**config.mk**
```make
export PLATFORM = sky130hd
export DESIGN_NAME = dsoc_ctrl
export DESIGN_NICKNAME = d
export VERILOG_FILES = /design/src/dsoc_pkg.sv /design/src/dsoc_ctrl.sv /design/src/dsoc_sync.sv
export VERILOG_INCLUDE_DIRS = /design/src /design/src/src
export SDC_FILE = /design/constraint.sdc
export NUM_CORES = 1
export LEC_CHECK = 0
export BUFFER_PORTS_ARGS = -buffer_cell sky130_fd_sc_hd__buf_4
export CAP_MARGIN = 10
export CORE_UTILIZATION = 60
export CTS_BUF_LIST = sky130_fd_sc_hd__clkbuf_4 sky130_fd_sc_hd__clkbuf_8 sky130_fd_sc_hd__clkbuf_16
export DETAILED_ROUTE_END_ITERATION = 16
export PLACE_DENSITY_LB_ADDON = 0.08
export SLEW_MARGIN = 0
export SYNTH_ARGS = -nofsm -noshare
export SYNTH_HDL_FRONTEND = slang
export SYNTH_HIERARCHICAL = 1
export SYNTH_SLANG_ARGS = --single-unit
```
**constraint.sdc**
```tcl
create_clock -name clk -period 2.87 [get_ports clk]
set_clock_uncertainty 0.15 [all_clocks]
set_input_delay 0.1435 -clock clk [delete_from_list [all_inputs] [get_ports clk]]
set_output_delay 0.1435 -clock clk [all_outputs]
set_load 0.005 [all_outputs]
```
**src/dsoc_map.svh**
```systemverilog
// Register offsets, field positions, reset values and timing counts
// for the divider sync and housekeeping oscillator control block.
// Assumes a 250 MHz system clock.
`ifndef DSOC_MAP_SVH
`define DSOC_MAP_SVH

`define DSOC_ADDR_W 13
`define DSOC_ADDR_SYNC 13'h100
`define DSOC_ADDR_MISC 13'h101

`define DSOC_SYNC_MASTER 0
`define DSOC_SYNC_DIV_EN 1
`define DSOC_SYNC_NEXT_ONLY 2
`define DSOC_SYNC_MASK 8'h07
`define DSOC_SYNC_RESET 8'h01

`define DSOC_MISC_PD_DIS 0
`define DSOC_MISC_OSC_RUN 2
`define DSOC_MISC_DET_EN 3
`define DSOC_MISC_OE_PIN_EN 7
`define DSOC_MISC_MASK 8'h8D
`define DSOC_MISC_RESET 8'h88

`define DSOC_CLK_PERIOD_NS 4
`define DSOC_LOW_RATE_PERIOD_NS 200
`define DSOC_LOW_RATE_CYCLES (`DSOC_LOW_RATE_PERIOD_NS / `DSOC_CLK_PERIOD_NS)

`define DSOC_HDR_LAST 4'hF
`define DSOC_BYTE_LAST 4'h7

`endif

```
**src/dsoc_pkg.sv**
```systemverilog
// Types for the divider sync and oscillator control block.
// Assumes nothing of its surroundings.
package dsoc_pkg;

   typedef enum logic {ST_HDR, ST_DATA} dsoc_spi_state_t;

   typedef logic [7:0] dsoc_byte_t;

endpackage

```
**src/dsoc_ctrl.sv**
```systemverilog
// Serial port register slave with divider sync gating, output-enable pin
// handling, low encode rate detector and housekeeping oscillator control.
// Assumes serial clock, sync and encode clock are slow against clk.
`timescale 1ns/10ps
`include "dsoc_map.svh"
module dsoc_ctrl
   import dsoc_pkg::*;
(
   // Clock and reset
   input wire logic clk,
   input wire logic sys_rst,
   // Serial port
   input wire logic serial_clk,
   input wire logic serial_chip_select_n,
   input wire logic sdio_in,
   output logic sdio_out,
   output logic sdio_oe,
   // Converter side pins
   input wire logic sync_in,
   input wire logic encode_clk_in,
   input wire logic output_enable_pin_n,
   // Controls
   output logic divider_resync,
   output logic outputs_enabled,
   output logic low_rate_detected,
   output logic housekeeping_oscillator_run,
   output logic sdio_pulldown_en
);

   logic [5:0] pins_s;
   logic sclk_s;
   logic csb_n_s;
   logic sdio_s;
   logic sync_s;
   logic enc_s;
   logic oe_n_s;
   logic sclk_d_q;
   logic sync_d_q;
   logic enc_d_q;
   logic sclk_rise;
   logic sclk_fall;
   logic sync_rise;
   logic enc_rise;
   dsoc_spi_state_t state_q;
   logic [3:0] cnt_q;
   logic [15:0] shift_q;
   logic [`DSOC_ADDR_W-1:0] addr_q;
   logic rd_q;
   logic [6:0] rem_q;
   logic wr_en;
   dsoc_byte_t wr_data;
   logic wr_sync;
   logic wr_misc;
   dsoc_byte_t sync_q;
   dsoc_byte_t misc_q;
   logic sync_allowed;
   logic [7:0] period_cnt_q;

   function automatic logic is_addr(input logic [`DSOC_ADDR_W-1:0] a, input logic [`DSOC_ADDR_W-1:0] r);
      is_addr = (a == r);
   endfunction

   dsoc_sync #(.WIDTH(6)) u_sync
   (
      .clk(clk),
      .sys_rst(sys_rst),
      .pin_in({serial_clk, serial_chip_select_n, sdio_in, sync_in, encode_clk_in, output_enable_pin_n}),
      .pin_sync(pins_s)
   );

   assign {sclk_s, csb_n_s, sdio_s, sync_s, enc_s, oe_n_s} = pins_s;

   // Edge detection on synchronised pins
   always_ff @(posedge clk or posedge sys_rst)
   begin
      if (sys_rst)
      begin
         sclk_d_q <= 1'b0;
         sync_d_q <= 1'b0;
         enc_d_q <= 1'b0;
      end
      else
      begin
         sclk_d_q <= sclk_s;
         sync_d_q <= sync_s;
         enc_d_q <= enc_s;
      end
   end

   assign sclk_rise = sclk_s & ~sclk_d_q & ~csb_n_s;
   assign sclk_fall = ~sclk_s & sclk_d_q & ~csb_n_s;
   assign sync_rise = sync_s & ~sync_d_q;
   assign enc_rise = enc_s & ~enc_d_q;

   // Serial frame: 16-bit header, then bytes with decrementing address
   always_ff @(posedge clk or posedge sys_rst)
   begin
      if (sys_rst)
      begin
         state_q <= ST_HDR;
         cnt_q <= 4'h0;
         shift_q <= 16'h0000;
         addr_q <= '0;
         rd_q <= 1'b0;
      end
      else if (csb_n_s)
      begin
         state_q <= ST_HDR;
         cnt_q <= 4'h0;
      end
      else if (sclk_rise)
      begin
         shift_q <= {shift_q[14:0], sdio_s};
         case (state_q)
            ST_HDR:
            begin
               if (cnt_q == `DSOC_HDR_LAST)
               begin
                  rd_q <= shift_q[14];
                  addr_q <= {shift_q[11:0], sdio_s};
                  state_q <= ST_DATA;
                  cnt_q <= 4'h0;
               end
               else
                  cnt_q <= cnt_q + 4'h1;
            end
            ST_DATA:
            begin
               if (cnt_q == `DSOC_BYTE_LAST)
               begin
                  addr_q <= addr_q - `DSOC_ADDR_W'(1);
                  cnt_q <= 4'h0;
               end
               else
                  cnt_q <= cnt_q + 4'h1;
            end
            default:
               state_q <= ST_HDR;
         endcase
      end
   end

   assign wr_en = sclk_rise & (state_q == ST_DATA) & (cnt_q == `DSOC_BYTE_LAST) & ~rd_q;
   assign wr_data = {shift_q[6:0], sdio_s};
   assign wr_sync = wr_en & is_addr(addr_q, `DSOC_ADDR_SYNC);
   assign wr_misc = wr_en & is_addr(addr_q, `DSOC_ADDR_MISC);

   // Read data shifted out on falling serial clock
   always_ff @(posedge clk or posedge sys_rst)
   begin
      if (sys_rst)
      begin
         sdio_out <= 1'b0;
         sdio_oe <= 1'b0;
         rem_q <= 7'h00;
      end
      else if (csb_n_s)
         sdio_oe <= 1'b0;
      else if (sclk_fall && state_q == ST_DATA && rd_q)
      begin
         sdio_oe <= 1'b1;
         if (cnt_q == 4'h0)
         begin
            if (is_addr(addr_q, `DSOC_ADDR_SYNC))
               {sdio_out, rem_q} <= sync_q;
            else if (is_addr(addr_q, `DSOC_ADDR_MISC))
               {sdio_out, rem_q} <= misc_q;
            else
               {sdio_out, rem_q} <= 8'h00;
         end
         else
         begin
            sdio_out <= rem_q[6];
            rem_q <= {rem_q[5:0], 1'b0};
         end
      end
   end

   assign sync_allowed = sync_rise & sync_q[`DSOC_SYNC_MASTER] & sync_q[`DSOC_SYNC_DIV_EN];

   // Sync control register
   always_ff @(posedge clk or posedge sys_rst)
   begin
      if (sys_rst)
         sync_q <= `DSOC_SYNC_RESET;
      else if (wr_sync)
         sync_q <= wr_data & `DSOC_SYNC_MASK;
      else if (sync_allowed && sync_q[`DSOC_SYNC_NEXT_ONLY])
         sync_q[`DSOC_SYNC_DIV_EN] <= 1'b0;
   end

   always_ff @(posedge clk or posedge sys_rst)
   begin
      if (sys_rst)
         divider_resync <= 1'b0;
      else
         divider_resync <= sync_allowed;
   end

   // Miscellaneous settings register
   always_ff @(posedge clk or posedge sys_rst)
   begin
      if (sys_rst)
         misc_q <= `DSOC_MISC_RESET;
      else if (wr_misc)
         misc_q <= wr_data & `DSOC_MISC_MASK;
   end

   // Low encode rate detector
   always_ff @(posedge clk or posedge sys_rst)
   begin
      if (sys_rst)
      begin
         period_cnt_q <= 8'h00;
         low_rate_detected <= 1'b0;
      end
      else if (!misc_q[`DSOC_MISC_DET_EN])
      begin
         period_cnt_q <= 8'h00;
         low_rate_detected <= 1'b0;
      end
      else if (enc_rise)
      begin
         period_cnt_q <= 8'h00;
         low_rate_detected <= (period_cnt_q >= 8'(`DSOC_LOW_RATE_CYCLES));
      end
      else if (period_cnt_q >= 8'(`DSOC_LOW_RATE_CYCLES))
         low_rate_detected <= 1'b1;
      else
         period_cnt_q <= period_cnt_q + 8'h01;
   end

   // Pin controls
   always_ff @(posedge clk or posedge sys_rst)
   begin
      if (sys_rst)
      begin
         housekeeping_oscillator_run <= 1'b0;
         outputs_enabled <= 1'b1;
         sdio_pulldown_en <= 1'b1;
      end
      else
      begin
         housekeeping_oscillator_run <= misc_q[`DSOC_MISC_OSC_RUN] | low_rate_detected;
         outputs_enabled <= misc_q[`DSOC_MISC_OE_PIN_EN] ? ~oe_n_s : 1'b1;
         sdio_pulldown_en <= ~misc_q[`DSOC_MISC_PD_DIS];
      end
   end
endmodule

```
**src/dsoc_sync.sv**
```systemverilog
// Two flip-flop synchroniser for a group of asynchronous pins.
// Assumes each bit is an independent level.
`timescale 1ns/10ps
module dsoc_sync
#(
   parameter int WIDTH = 6
)
(
   // Clock and reset
   input wire logic clk,
   input wire logic sys_rst,
   // Pins
   input wire logic [WIDTH-1:0] pin_in,
   output logic [WIDTH-1:0] pin_sync
);

   logic [WIDTH-1:0] meta_q;

   genvar g;
   generate
      for (g = 0; g < WIDTH; g++)
      begin : g_bit
         always_ff @(posedge clk or posedge sys_rst)
         begin
            if (sys_rst)
            begin
               meta_q[g] <= 1'b0;
               pin_sync[g] <= 1'b0;
            end
            else
            begin
               meta_q[g] <= pin_in[g];
               pin_sync[g] <= meta_q[g];
            end
         end
      end
   endgenerate

endmodule

```
# Word level (Yosys, flattened, before mapping)
# Cells that the tools add are included.
dict set report totals {
  inputBits 8
  elab_cells 107
  reg_bits 78
  out_inout_bits 7
}
dict set report classes {
  addsub 3
  bitwise 23
  mux 29
  n_eq_ne 8
  n_reduce_logical 11
  magnitude_cmp 1
}
# cell n
set op_table {}
lappend op_table {{13-bit by 9-bit equality test with 1-bit output (second input constant)} 2}
lappend op_table {{13-bit two-way mux} 2}
lappend op_table {{13-bit one-hot mux with 2 select lines} 1}
lappend op_table {{4-bit two-way mux} 6}
lappend op_table {{8-bit two-way mux} 3}
lappend op_table {{1-bit two-way mux} 15}
lappend op_table {{1-bit bitwise AND} 13}
lappend op_table {{13-bit by 1-bit subtractor with 13-bit output (second input constant)} 1}
lappend op_table {{1-bit NOT} 9}
lappend op_table {{8-bit by 1-bit adder with 8-bit output (second input constant)} 1}
lappend op_table {{8-bit by 6-bit greater-or-equal comparator with 1-bit output (second input constant)} 1}
lappend op_table {{4-bit one-hot mux with 2 select lines} 1}
lappend op_table {{4-bit AND reduction} 2}
lappend op_table {{7-bit two-way mux} 1}
lappend op_table {{2-bit nonzero test} 3}
lappend op_table {{4-bit by 1-bit adder with 4-bit output (second input constant)} 1}
lappend op_table {{4-bit by 3-bit equality test with 1-bit output (second input constant)} 1}
lappend op_table {{4-bit equality test (second input constant)} 1}
lappend op_table {{4-bit zero test} 1}
lappend op_table {{2-bit AND reduction} 2}
lappend op_table {{1-bit logical AND} 3}
lappend op_table {{3-bit by 2-bit != test with 1-bit output (second input constant)} 1}
lappend op_table {{3-bit != test (second input constant)} 1}
lappend op_table {{2-bit by 1-bit != test with 1-bit output (second input constant)} 1}
lappend op_table {{2 further kinds} 2}

# Logic depth before layout (Yosys ltp)
# Gate-level depths: netlist of the first run.
dict set report logic_depth {
  ltp_word 8
  mapped_depth 8
  ltp_nobuf 6
}

# Hierarchy
# The synthesis of the first run kept the hierarchy.
# module n_inst cells_each seq_area_each_um2 area_each_um2
set by_module_without_submodules {}
lappend by_module_without_submodules {dsoc_ctrl 1 287 1657.8 3148.0}
lappend by_module_without_submodules {dsoc_sync 1 13 300.3 304.0}

# Least setup slack after synthesis of the first run
# OpenSTA, ideal clock, no wires.
dict set report synth_timing {
  kind {flip-flop to flip-flop}
  from {register addr_q[4]}
  to {register misc_q[0]}
  path_slack_ns 0.806
  setup_ns 0.125
  period_less_slack_ns 2.064
  t_arrival_ns 1.790
  stages_incl_launch_ff 6
  t_required_ns 2.595
  path_buffers 1
  cell_sequence {dfrtp_1 > or4_1 > buf_2 > and4bb_4 > nand4_4 > mux2_2}
}
dict set report synth_between {
  elab_chain_cells 2
}
# element line
set synth_lines {}
lappend synth_lines {{start: declaration} dsoc_ctrl.sv:47} ;# logic [`DSOC_ADDR_W-1:0] addr_q;
lappend synth_lines {{start signal: assignment} dsoc_ctrl.sv:120} ;# addr_q <= {shift_q[11:0], sdio_s};
lappend synth_lines {{start signal: assignment} dsoc_ctrl.sv:131} ;# addr_q <= addr_q - `DSOC_ADDR_W'(1);
lappend synth_lines {{13-bit by 9-bit equality test with 1-bit output} dsoc_ctrl.sv:60} ;# is_addr = (a == r);
lappend synth_lines {{1-bit bitwise AND} dsoc_ctrl.sv:146} ;# assign wr_misc = wr_en & is_addr(addr_q, `DSOC_ADDR_MISC);
lappend synth_lines {{end signal: assignment} dsoc_ctrl.sv:204} ;# misc_q <= `DSOC_MISC_RESET;
lappend synth_lines {{end signal: assignment} dsoc_ctrl.sv:206} ;# misc_q <= wr_data & `DSOC_MISC_MASK;
lappend synth_lines {{end: declaration} dsoc_ctrl.sv:55} ;# dsoc_byte_t misc_q;
# No other way between the ends.
# A chain may end at the register's enable or synchronous reset.

# Final worst setup path of the first run
dict set report layout_timing {
  from {register addr_q[4]}
  to {register misc_q[2]}
}
# Same word-level chain as after synthesis.

==> results.sh, run 1 <==
export IMPL_outcome="finished clean"
export IMPL_place_congestion=0.8094
export IMPL_layout_area_overhead_vs_synth_pct=14.68
export IMPL_dieArea_um2=6061
export IMPL_synth_top_area_cell="dfrtp_1"
export IMPL_hold_path_class="reg2reg"
export IMPL_fin_area_um2=3959
export IMPL_p_leak_uw=0.001817
export IMPL_port_buffers=14
export IMPL_syn_inst=300
export IMPL_drt_pass1_iter_count=4
export IMPL_fmax_mhz=459.7
export IMPL_final_antenna_net_count=0
export IMPL_r2r_slack_ns=0.69
export IMPL_yosys_mux_area_fraction_pct=9.532
export IMPL_maxSlewViolCount=0
export IMPL_ioPinCount=15
export IMPL_post_drt_wl_per_cell_um=16.33
export IMPL_cts_root_buf="clkbuf_8"
export IMPL_synth_top_area_share_pct=52.92
export IMPL_cts_tree="built"
export IMPL_grt_start_max_net_pins=40
export IMPL_htreeDepth=3
export IMPL_cts_made_buffers=9
export IMPL_antenna_found_initial=0
export IMPL_critPathSlowestCell="or4_1"
export IMPL_synth_seq_area_share_pct=56.72
export IMPL_row_count=27
export IMPL_grt_first_pass_wirelength_mm=10.82
export IMPL_drt_total_wl_mm=6.531
export IMPL_holdPathEnd="u_sync/pin_sync[3]"
export IMPL_power_density_nw_per_um2=596.6
export IMPL_synth_edff_count=0
export IMPL_drv_cap=0
export IMPL_ys_seq_elements=78
export IMPL_reg2reg_depth=4
export IMPL_crit_path_start_kind="flip-flop"
export IMPL_regToRegStartpoint="addr_q[4]"
export IMPL_end_kind="flip-flop"
export IMPL_synth_top_family_by_area="simple AND/OR/NAND/NOR gates"
export IMPL_setup_violations=0
export IMPL_syn_area_per_cell_um2=11.51
export IMPL_cts_setup_buffers=0
export IMPL_track_usage_pct=23.97
export IMPL_critPathTopFamily="simple AND/OR/NAND/NOR gates"
export IMPL_slew_headroom_pct=54.51
export IMPL_viasPerCell=5.713
export IMPL_min_period_ns=2.176
export IMPL_n_antenna_cell=0
export IMPL_die_x_um=77.85
export IMPL_dr_wl_met2_mm=2.972
export IMPL_timing_final_crit_share_pct=75.80
export IMPL_yosys_area_share_simple_pct=18.52
export IMPL_synth_warnings=6
export IMPL_clkLatencyLatePin_ns=0.35
export IMPL_async_flop_share_pct=100.0
export IMPL_slowest_delay_ns=0.65
export IMPL_synth_fa_ha_area_share_pct=2.537
export IMPL_hold_start="u_sync/meta_q[3]"
export IMPL_path_clk_slew_ns=0.07
export IMPL_met1Wirelength_mm=3.254
export IMPL_drtIter0Drc=196
export IMPL_met3_length_um=250
export IMPL_peakVddDrop_mv=0.5286
export IMPL_synth_fp_nets=315
export IMPL_synth_xor_area_share_pct=1.776
export IMPL_setup_tns_final_ns=0
export IMPL_drc=0
export IMPL_crit_fanout=7
export IMPL_synth_compound_area_share_pct=8.264
export IMPL_crit_chain="or4_1 -> and4bb_4 -> nand4_4 -> mux2_2"
export IMPL_rsz0062_at_grt="false"
export IMPL_path_buf_inv=0
export IMPL_cts_sinks=78
export IMPL_die_height_um=77.85
export IMPL_crit_type="reg2reg"
export IMPL_start_util_pct=62.31
export IMPL_grt_pass1_vias=2209
export IMPL_vias=2285
export IMPL_dr_max_layer_used="met4"
export IMPL_worst_slew_pin_transition_ns=0.6809
export IMPL_crit_required_ns=2.95
export IMPL_grt_overflow=0
export IMPL_hold_depth=0
export IMPL_synth_ff_type="dfrtp_1"
export IMPL_hold_ws_ns=0.1991
export IMPL_synth_distinct_cells=45
export IMPL_place_hpwl_mm=4.335
export IMPL_hold_violations=0
export IMPL_clockBufferDepth=2
export IMPL_dpl_cell_area_um2=3641
export IMPL_synth_area_leaders="dfrtp_1, mux2_2, dfstp_2"
export IMPL_design_core_area_um2=5540
export IMPL_crit_arrival_ns=2.25
export IMPL_fin_nets=338
export IMPL_final_util_pct=71.45
export IMPL_synth_area_um2=3452
export IMPL_r2r_end="misc_q[2]"
export IMPL_drive_gt1_share_pct=21.95
registers in the layout (all words and copies together) (netlist names):
| signal | flops |
|---|---|
| shift_q | 15 |
| addr_q | 13 |
| period_cnt_q | 8 |
| rem_q | 7 |
| u_sync/meta_q | 6 |
| u_sync/pin_sync | 6 |
| cnt_q | 4 |
| misc_q | 4 |
| sync_q | 3 |
| divider_resync | 1 |
| enc_d_q | 1 |
| housekeeping_oscillator_run | 1 |
| low_rate_detected | 1 |
| outputs_enabled | 1 |
| rd_q | 1 |
| sclk_d_q | 1 |
| sdio_oe | 1 |
| sdio_out | 1 |
| sdio_pulldown_en | 1 |
| state_q | 1 |
| sync_d_q | 1 |
through the flow:
step / std cells / total power, µW / setup WS (ns)
floorplan: 300 / 1313 / 0.8056
global placement: 377 / 1365 / 0.7422
detailed placement: 377 / 1375 / 0.6950
CTS: 400 / 2382 / 0.6921
global route: 400 / 2449 / 0.5796
finish: 400 / 2362 / 0.6945
area by class of cell:
| class | count | area, µm² |
|---|---|---|
| fillers | 431 | 1582 |
| clock buffers | 12 | 152.6 |
| clock inverters | 4 | 95.09 |
| well taps | 72 | 90.09 |
| flip-flops and latches | 78 | 1958 |
| inverters | 10 | 37.54 |
| multi-input cells | 199 | 1408 |
| repair buffers | 25 | 217.7 |
logic make-up (layout without fill, tap and decap cells):
kind of cell / count (synthesis) / count (layout)
DFF: 78 / 78
muxes: 30 / 30
buffers and inverters: 23 / 51
adders and majority gates: 7 / 7
and+or+nand+nor: 108 / 108
xor gates and xnor gates: 7 / 7
AOI/OAI and AO/OA: 47 / 47
cell usage after synthesis (2+ instances only):
master    number
o22ai_1        9
or4_1          3
dfstp_2        5
dfrtp_1       73
a21boi_0       2
inv_1         10
a21oi_1       10
and3_1         4
and4_1         4
ha_1           7
clkbuf_1       8
mux2i_1        7
and4b_1        2
nand4_1        5
nand2b_1       7
or2_2          2
o21ai_0       15
nor4_1         2
nand4_4        2
nor3b_1        4
nor2b_1        7
a22oi_1        2
a211oi_1       3
nor2_1        19
buf_2          4
xnor2_1        2
nand2_1       24
xor2_1         5
mux2_2        23
nor3_1         7
nand4b_1       2
nand3_1        7
o32ai_1        2
routing by layer:
metal  vias up  track usage [%]
met2        58            34.69
li1       1112                -
met3         6            4.353
met5         -                0
met1      1109            35.73
met4         0            9.811
worst max path at each step:
| stage | to | slack (ns) | startpoint | cells past startpoint |
|---|---|---|---|---|
| 6_report | misc_q[2] | 0.69 | addr_q[4] | 4 |
| 4_1_cts | misc_q[0] | 0.69 | addr_q[4] | 4 |
| 3_5_place_dp | misc_q[0] | 0.69 | addr_q[4] | 4 |
| 2_1_floorplan | misc_q[0] | 0.81 | addr_q[4] | 5 |
| 3_3_place_gp | misc_q[0] | 0.74 | addr_q[4] | 4 |
| 5_1_grt | addr_q[8] | 0.58 | u_sync/pin_sync[4] | 4 |
power by group:
| group | internal [µW] | switching, µW | leakage, µW |
|---|---|---|---|
| combinational | 70.6 | 55.6 | 0.000665 |
| clock | 620 | 383 | 0.000127 |
| sequential | 1160 | 67.8 | 0.00102 |
| total | 1860 | 506 | 0.00182 |
cell usage in the layout, fill, tap and decap left out, types with 3 or more instances in the layout:
cell and instances:
dfrtp_1 73, nand2_1 24, mux2_2 23, nor2_1 19, buf_4 17, o21ai_0 15, a21oi_1 10, clkbuf_8 10
inv_1 9, o22ai_1 9, nor3_1 7, nor2b_1 7, mux2i_1 7, nand2b_1 7, nand3_1 7, ha_1 7
dlygate4sd3_1 7, xor2_1 5, nand4_1 5, dfstp_2 5, and3_1 4, and4_1 4, or4_1 3, nor3b_1 3
a211oi_1 3, bufinv_16 3
timing repair:
action,in CTS,in global routing
endpoints found under the hold margin,41,0
hold buffers,7,0
gates resized for setup,0,0
No activity file was read; power rests on OpenSTA's default activity.
==> run 2, diff against run 1 <==
CORE_UTILIZATION = 55   (was 60)
clock period = 1.76 ns   (was 2.87 ns; I/O delays follow)
==> run 2 against run 1 <==
Effect of this change:
- the run now ends with setup timing left
- via count up 8.1%
- cell area up 9.8%
- cell count up 9.0%
- clock power up 34%
- non-clock buffer count up 34
- critical endpoint is now sync_q[1]
- highest routed layer unchanged
==> results.sh, run 2 (synthesis results as in run 1) <==
export IMPL_outcome="finished, violations left"
export IMPL_failed_checks="setup timing"
export IMPL_cts_sinks=78
export IMPL_crit_arrival_ns=2.07
export IMPL_peakVddDrop_mv=0.6907
export IMPL_path_buf_inv=0
export IMPL_dieArea_um2=6598
export IMPL_largest_register_ffs=15
export IMPL_worst_slew_pin_transition_ns=0.4560
export IMPL_r2r_slack_ns=-0.22
export IMPL_regToRegStartpoint="addr_q[5]"
export IMPL_timing_final_crit_share_pct=112.6
export IMPL_cts_root_buf="clkbuf_8"
export IMPL_place_congestion=0.8298
export IMPL_hold_violations=0
export IMPL_r2r_end="sync_q[1]"
export IMPL_cts_tree="built"
export IMPL_place_inst=414
export IMPL_setup_violations=17
export IMPL_rsz0062_at_grt="true"
export IMPL_viasPerCell=5.663
export IMPL_path_clk_slew_ns=0.08
export IMPL_use_met1_pct=34.25
export IMPL_regMostFlops="shift_q"
export IMPL_track_usage_pct=24.18
export IMPL_drv_cap=0
export IMPL_place_hpwl_mm=4.756
export IMPL_use_met2_pct=35.80
export IMPL_clockBufferDepth=2
export IMPL_drc=0
export IMPL_end_kind="flip-flop"
export IMPL_start_util_pct=57.62
export IMPL_p_leak_uw=0.002010
export IMPL_row_count=28
export IMPL_cts_made_buffers=9
export IMPL_hold_path_class="in2async"
export IMPL_grt_start_max_net_pins=67
export IMPL_pre_cts_ws_ns=-0.2215
export IMPL_layout_commonest_cell="dfrtp_1"
export IMPL_drt_pass1_iter_count=4
export IMPL_reg2reg_depth=4
export IMPL_port_buffers=14
export IMPL_die_height_um=81.23
export IMPL_post_drt_wl_per_cell_um=16.24
export IMPL_drtIter0Drc=153
export IMPL_critPathTopFamily="simple AND/OR/NAND/NOR gates"
export IMPL_crit_type="reg2reg"
export IMPL_vias=2469
export IMPL_slowest_delay_ns=0.55
export IMPL_maxSlewViolCount=0
export IMPL_finalWorstSetupSlack_ns=-0.2222
export IMPL_clkLatencyLatePin_ns=0.35
export IMPL_grt_overflow=0
export IMPL_crit_chain="or4_4 -> and4bb_4 -> nand4_4 -> mux2_2"
export IMPL_top_usage_layer="met2"
export IMPL_final_instance_count_excl_fill=436
export IMPL_dpl_cell_area_um2=3913
export IMPL_final_antenna_net_count=0
export IMPL_slew_headroom_pct=69.57
export IMPL_min_period_ns=1.982
export IMPL_fin_nets=372
export IMPL_top_regs="shift_q x15, addr_q x13, period_cnt_q x8"
export IMPL_design_core_area_um2=5991
export IMPL_ioPinCount=15
export IMPL_crit_fanout=3
export IMPL_antenna_found_initial=0
export IMPL_drive_gt1_share_pct=35.46
export IMPL_critPathSlowestCell="or4_4"
export IMPL_power_density_nw_per_um2=821.2
export IMPL_most_common_layout_cells="dfrtp_1, buf_4, nand2_1"
export IMPL_crit_required_ns=1.85
export IMPL_grt_first_pass_wirelength_mm=11.52
export IMPL_layout_area_overhead_vs_synth_pct=25.88
export IMPL_grt_pass1_vias=2352
export IMPL_fin_area_um2=4345
export IMPL_die_x_um=81.23
export IMPL_htreeDepth=3
export IMPL_drt_total_wl_mm=7.080
export IMPL_grt_use_met3_pct=6.067
export IMPL_fmax_mhz=504.5
export IMPL_n_antenna_cell=0
export IMPL_crit_path_start_kind="flip-flop"
run 2: cell count changes in the layout (fill, tap and decap cells not counted), sizes merged:
cell | previous run | this run
clkinvlp | 0 | 3
clkbuf | 12 | 10
buf | 18 | 52
bufinv | 3 | 1
run 2: worst max path at each step:
stage                     cells after the start    endpoint       from  slack (ns)
after global routing                          4   sync_q[2]  addr_q[5]       -0.28
after CTS                                     4   sync_q[1]  addr_q[4]       -0.21
after detailed placement                      6  addr_q[11]  addr_q[4]       -0.22
after floorplan                               5   misc_q[0]  addr_q[4]       -0.30
after global placement                        4   misc_q[2]  addr_q[4]       -0.18
final                                         4   sync_q[1]  addr_q[5]       -0.22
run 2: power by group:
part | internal [µW] | switching [µW] | leakage, µW
clock | 688 | 654 | 0.0000948
combinational | 128 | 98.9 | 0.000893
sequential | 1900 | 101 | 0.00102
total | 2710 | 854 | 0.00201
run 2: worst min-delay path, stage by stage:
cell	delay [ns]
dlygate4sd3_1	0.53
buf_4	0.14
inv_1	0.34
run 2: what timing repair did:
action,CTS,global route
hold buffers,7,0
gates cloned,0,0
setup endpoints to repair,19,42
resized for setup,25,14
endpoints found under the hold margin,84,0
buffers inserted,1,0
pin swaps,11,11
run 2: through the flow:
stage,hold WS (ns),util (%),total power (µW),setup TNS (ns)
floorplan,-0.1973,-,2146,-2.264
global placement,-0.02627,65.31,2236,-2.239
global route,0.1888,72.54,3712,-3.466
detailed placement,-0.009200,65.31,2250,-2.944
finish,0.1611,72.54,3568,-2.047
CTS,0.1609,71.43,3611,-2.936
run 2: final cells by class:
cell class,instances,area (µm²)
Sequential cell,78,1959
Inverter,10,41.29
Multi-Input combinational cell,199,1574
Timing Repair Buffer,59,480.5
Clock inverter,5,58.81
Clock buffer,10,137.6
Fill cell,423,1645
Tap cell,75,93.84
run 2: per-layer routing:
layer	wire [µm]	part of all wire, %
met3	187	2.6
met4	133	1.9
met1	3471	49
met2	3286	46
met5	0	0
==> run 3, diff against run 2 <==
CORE_ASPECT_RATIO = 1.2   (was unset)
==> run 3 against run 2 <==
Effect of this change:
- the flow still finishes with violations (setup timing)
- cell area is 1.6% higher
- worst setup slack improved by 0.011 ns
- cell count up 2.3%
- count of clock-buffer cells in the layout down 1
- clock power up 9%
- maximum frequency rose by 0.57%
- utilization up 0.42 points
- total power up 3.4%
- via count is 0.36% higher
- register-to-register slack is essentially flat
- critical endpoint is now sync_q[2]
==> results.sh, run 3 (synthesis results as in run 1) <==
export IMPL_layout_commonest_cell="dfrtp_1"
export IMPL_slew_headroom_pct=70.82
export IMPL_clkLatencyLatePin_ns=0.35
export IMPL_start_util_pct=57.05
export IMPL_drt_pass1_iter_count=4
export IMPL_peakVddDrop_mv=0.5869
export IMPL_cts_tree="built"
export IMPL_hold_ws_ns=0.2017
export IMPL_layout_area_overhead_vs_synth_pct=27.87
export IMPL_final_util_pct=72.95
export IMPL_end_kind="flip-flop"
export IMPL_largest_register_ffs=15
export IMPL_most_common_layout_cells="dfrtp_1, buf_4, nand2_1"
export IMPL_swShare_pct=23.31
export IMPL_failed_checks="setup timing"
export IMPL_pre_cts_ws_ns=-0.2033
export IMPL_n_antenna_cell=0
export IMPL_setup_violations=16
export IMPL_worst_slew_pin_transition_ns=0.4372
export IMPL_finalPower_uw=3690
export IMPL_rsz0062_at_grt="true"
export IMPL_crit_required_ns=1.84
export IMPL_track_usage_pct=23.38
export IMPL_regToRegStartpoint="addr_q[5]"
export IMPL_viasPerCell=5.556
export IMPL_p_clk_share_pct=39.7
export IMPL_grt_first_pass_wirelength_mm=11.14
export IMPL_die_x_um=74.32
export IMPL_clockBufferDepth=2
export IMPL_hold_path_class="in2async"
export IMPL_top_regs="shift_q x15, addr_q x13, period_cnt_q x8"
export IMPL_ioPinCount=15
export IMPL_drv_cap=0
export IMPL_comb_power_share_pct=6.3
export IMPL_grt_overflow=0
export IMPL_vias=2478
export IMPL_cts_made_buffers=9
export IMPL_drive_gt1_share_pct=36.81
export IMPL_drt_total_wl_mm=7.216
export IMPL_crit_arrival_ns=2.05
export IMPL_cts_root_buf="clkbuf_8"
export IMPL_antenna_found_initial=0
export IMPL_fillers=440
export IMPL_critPathLaunch="addr_q[5]"
export IMPL_final_antenna_net_count=0
export IMPL_row_count=31
export IMPL_fmax_mhz=507.4
export IMPL_dpl_cell_area_um2=3911
export IMPL_crit_fanout=3
export IMPL_drc=0
export IMPL_fin_area_um2=4414
export IMPL_port_buffers=14
export IMPL_grt_start_max_net_pins=67
export IMPL_hold_violations=0
export IMPL_power_density_nw_per_um2=835.9
export IMPL_finalWorstSetupSlack_ns=-0.2109
export IMPL_crit_type="reg2reg"
export IMPL_grt_pass1_vias=2344
export IMPL_path_clk_slew_ns=0.08
export IMPL_post_drt_wl_per_cell_um=16.18
export IMPL_switchingPower_uw=860.0
export IMPL_regMostFlops="shift_q"
export IMPL_p_leak_uw=0.002028
export IMPL_htreeDepth=3
export IMPL_min_period_ns=1.971
export IMPL_place_congestion=0.8151
export IMPL_die_height_um=88.79
export IMPL_cts_sinks=78
export IMPL_p_seq_share_pct=54.1
export IMPL_place_hpwl_mm=4.801
export IMPL_timing_final_crit_share_pct=112.0
export IMPL_internal_power_uw=2830
export IMPL_fin_nets=374
export IMPL_drtIter0Drc=149
export IMPL_outcome="finished, violations left"
export IMPL_maxSlewViolCount=0
export IMPL_crit_path_start_kind="flip-flop"
export IMPL_dieArea_um2=6599
export IMPL_design_core_area_um2=6051
[run 3: path summary, 6_finish.rpt]
check                      depth (start not counted)                  to  slack, ns
max                                                4           sync_q[2]      -0.21
min                                                3    u_sync/meta_q[4]       0.20
max reg2reg                                        4           sync_q[2]      -0.21
min reg2reg                                        0  u_sync/pin_sync[0]       0.20
max in group asynchronous                          4    sdio_pulldown_en       0.87
min in group clk                                   0  u_sync/pin_sync[0]       0.20
[run 3: metal layers]
metal  global-route usage [%]  share of wire (%)
met5                        0                  0
met4                    10.81                2.5
met3                    6.492                3.5
met2                    39.01                 52
met1                    28.04                 42
[run 3: layout make-up]
type / instances / area [µm²] / share of cell area [%]
Clock inverter: 7 / 96.34 / 2.183
Inverter: 10 / 41.29 / 0.9354
Multi-Input combinational cell: 199 / 1588 / 35.97
Clock buffer: 9 / 123.9 / 2.806
Tap cell: 82 / 102.6 / 2.324
Sequential cell: 78 / 1958 / 44.36
Timing Repair Buffer: 61 / 504.2 / 11.42
[run 3: critical path, cell delays in order, from the launching register on]
cell and delay, ns:
dfrtp_1 0.39, or4_4 0.54, and4bb_4 0.36, nand4_4 0.12, mux2_2 0.30
[run 3: per-stage QoR]
step                std cells  TNS [ns]
finish                    446    -2.149
floorplan                 300    -2.264
global placement          418    -2.225
detailed placement        418    -2.463
CTS                       446    -2.588
global route              446    -2.992
[run 3: what timing repair did]
action / CTS / global route
resized for setup: 19 / 22
endpoints found under the setup margin: 19 / 26
endpoints found under the hold margin: 84 / 0
buffers inserted: 5 / 1
cloned: 0 / 0
pin swaps: 8 / 11
hold buffers: 7 / 0
[run 3: power by group through the flow]
stage	Sequential, µW	Clock (µW)	Combinational (µW)
global placement	2030	0	214
detailed placement	2030	0	219
global route	2020	1570	249
floorplan	1990	0	156
CTS	1990	1480	232
finish	2000	1460	231
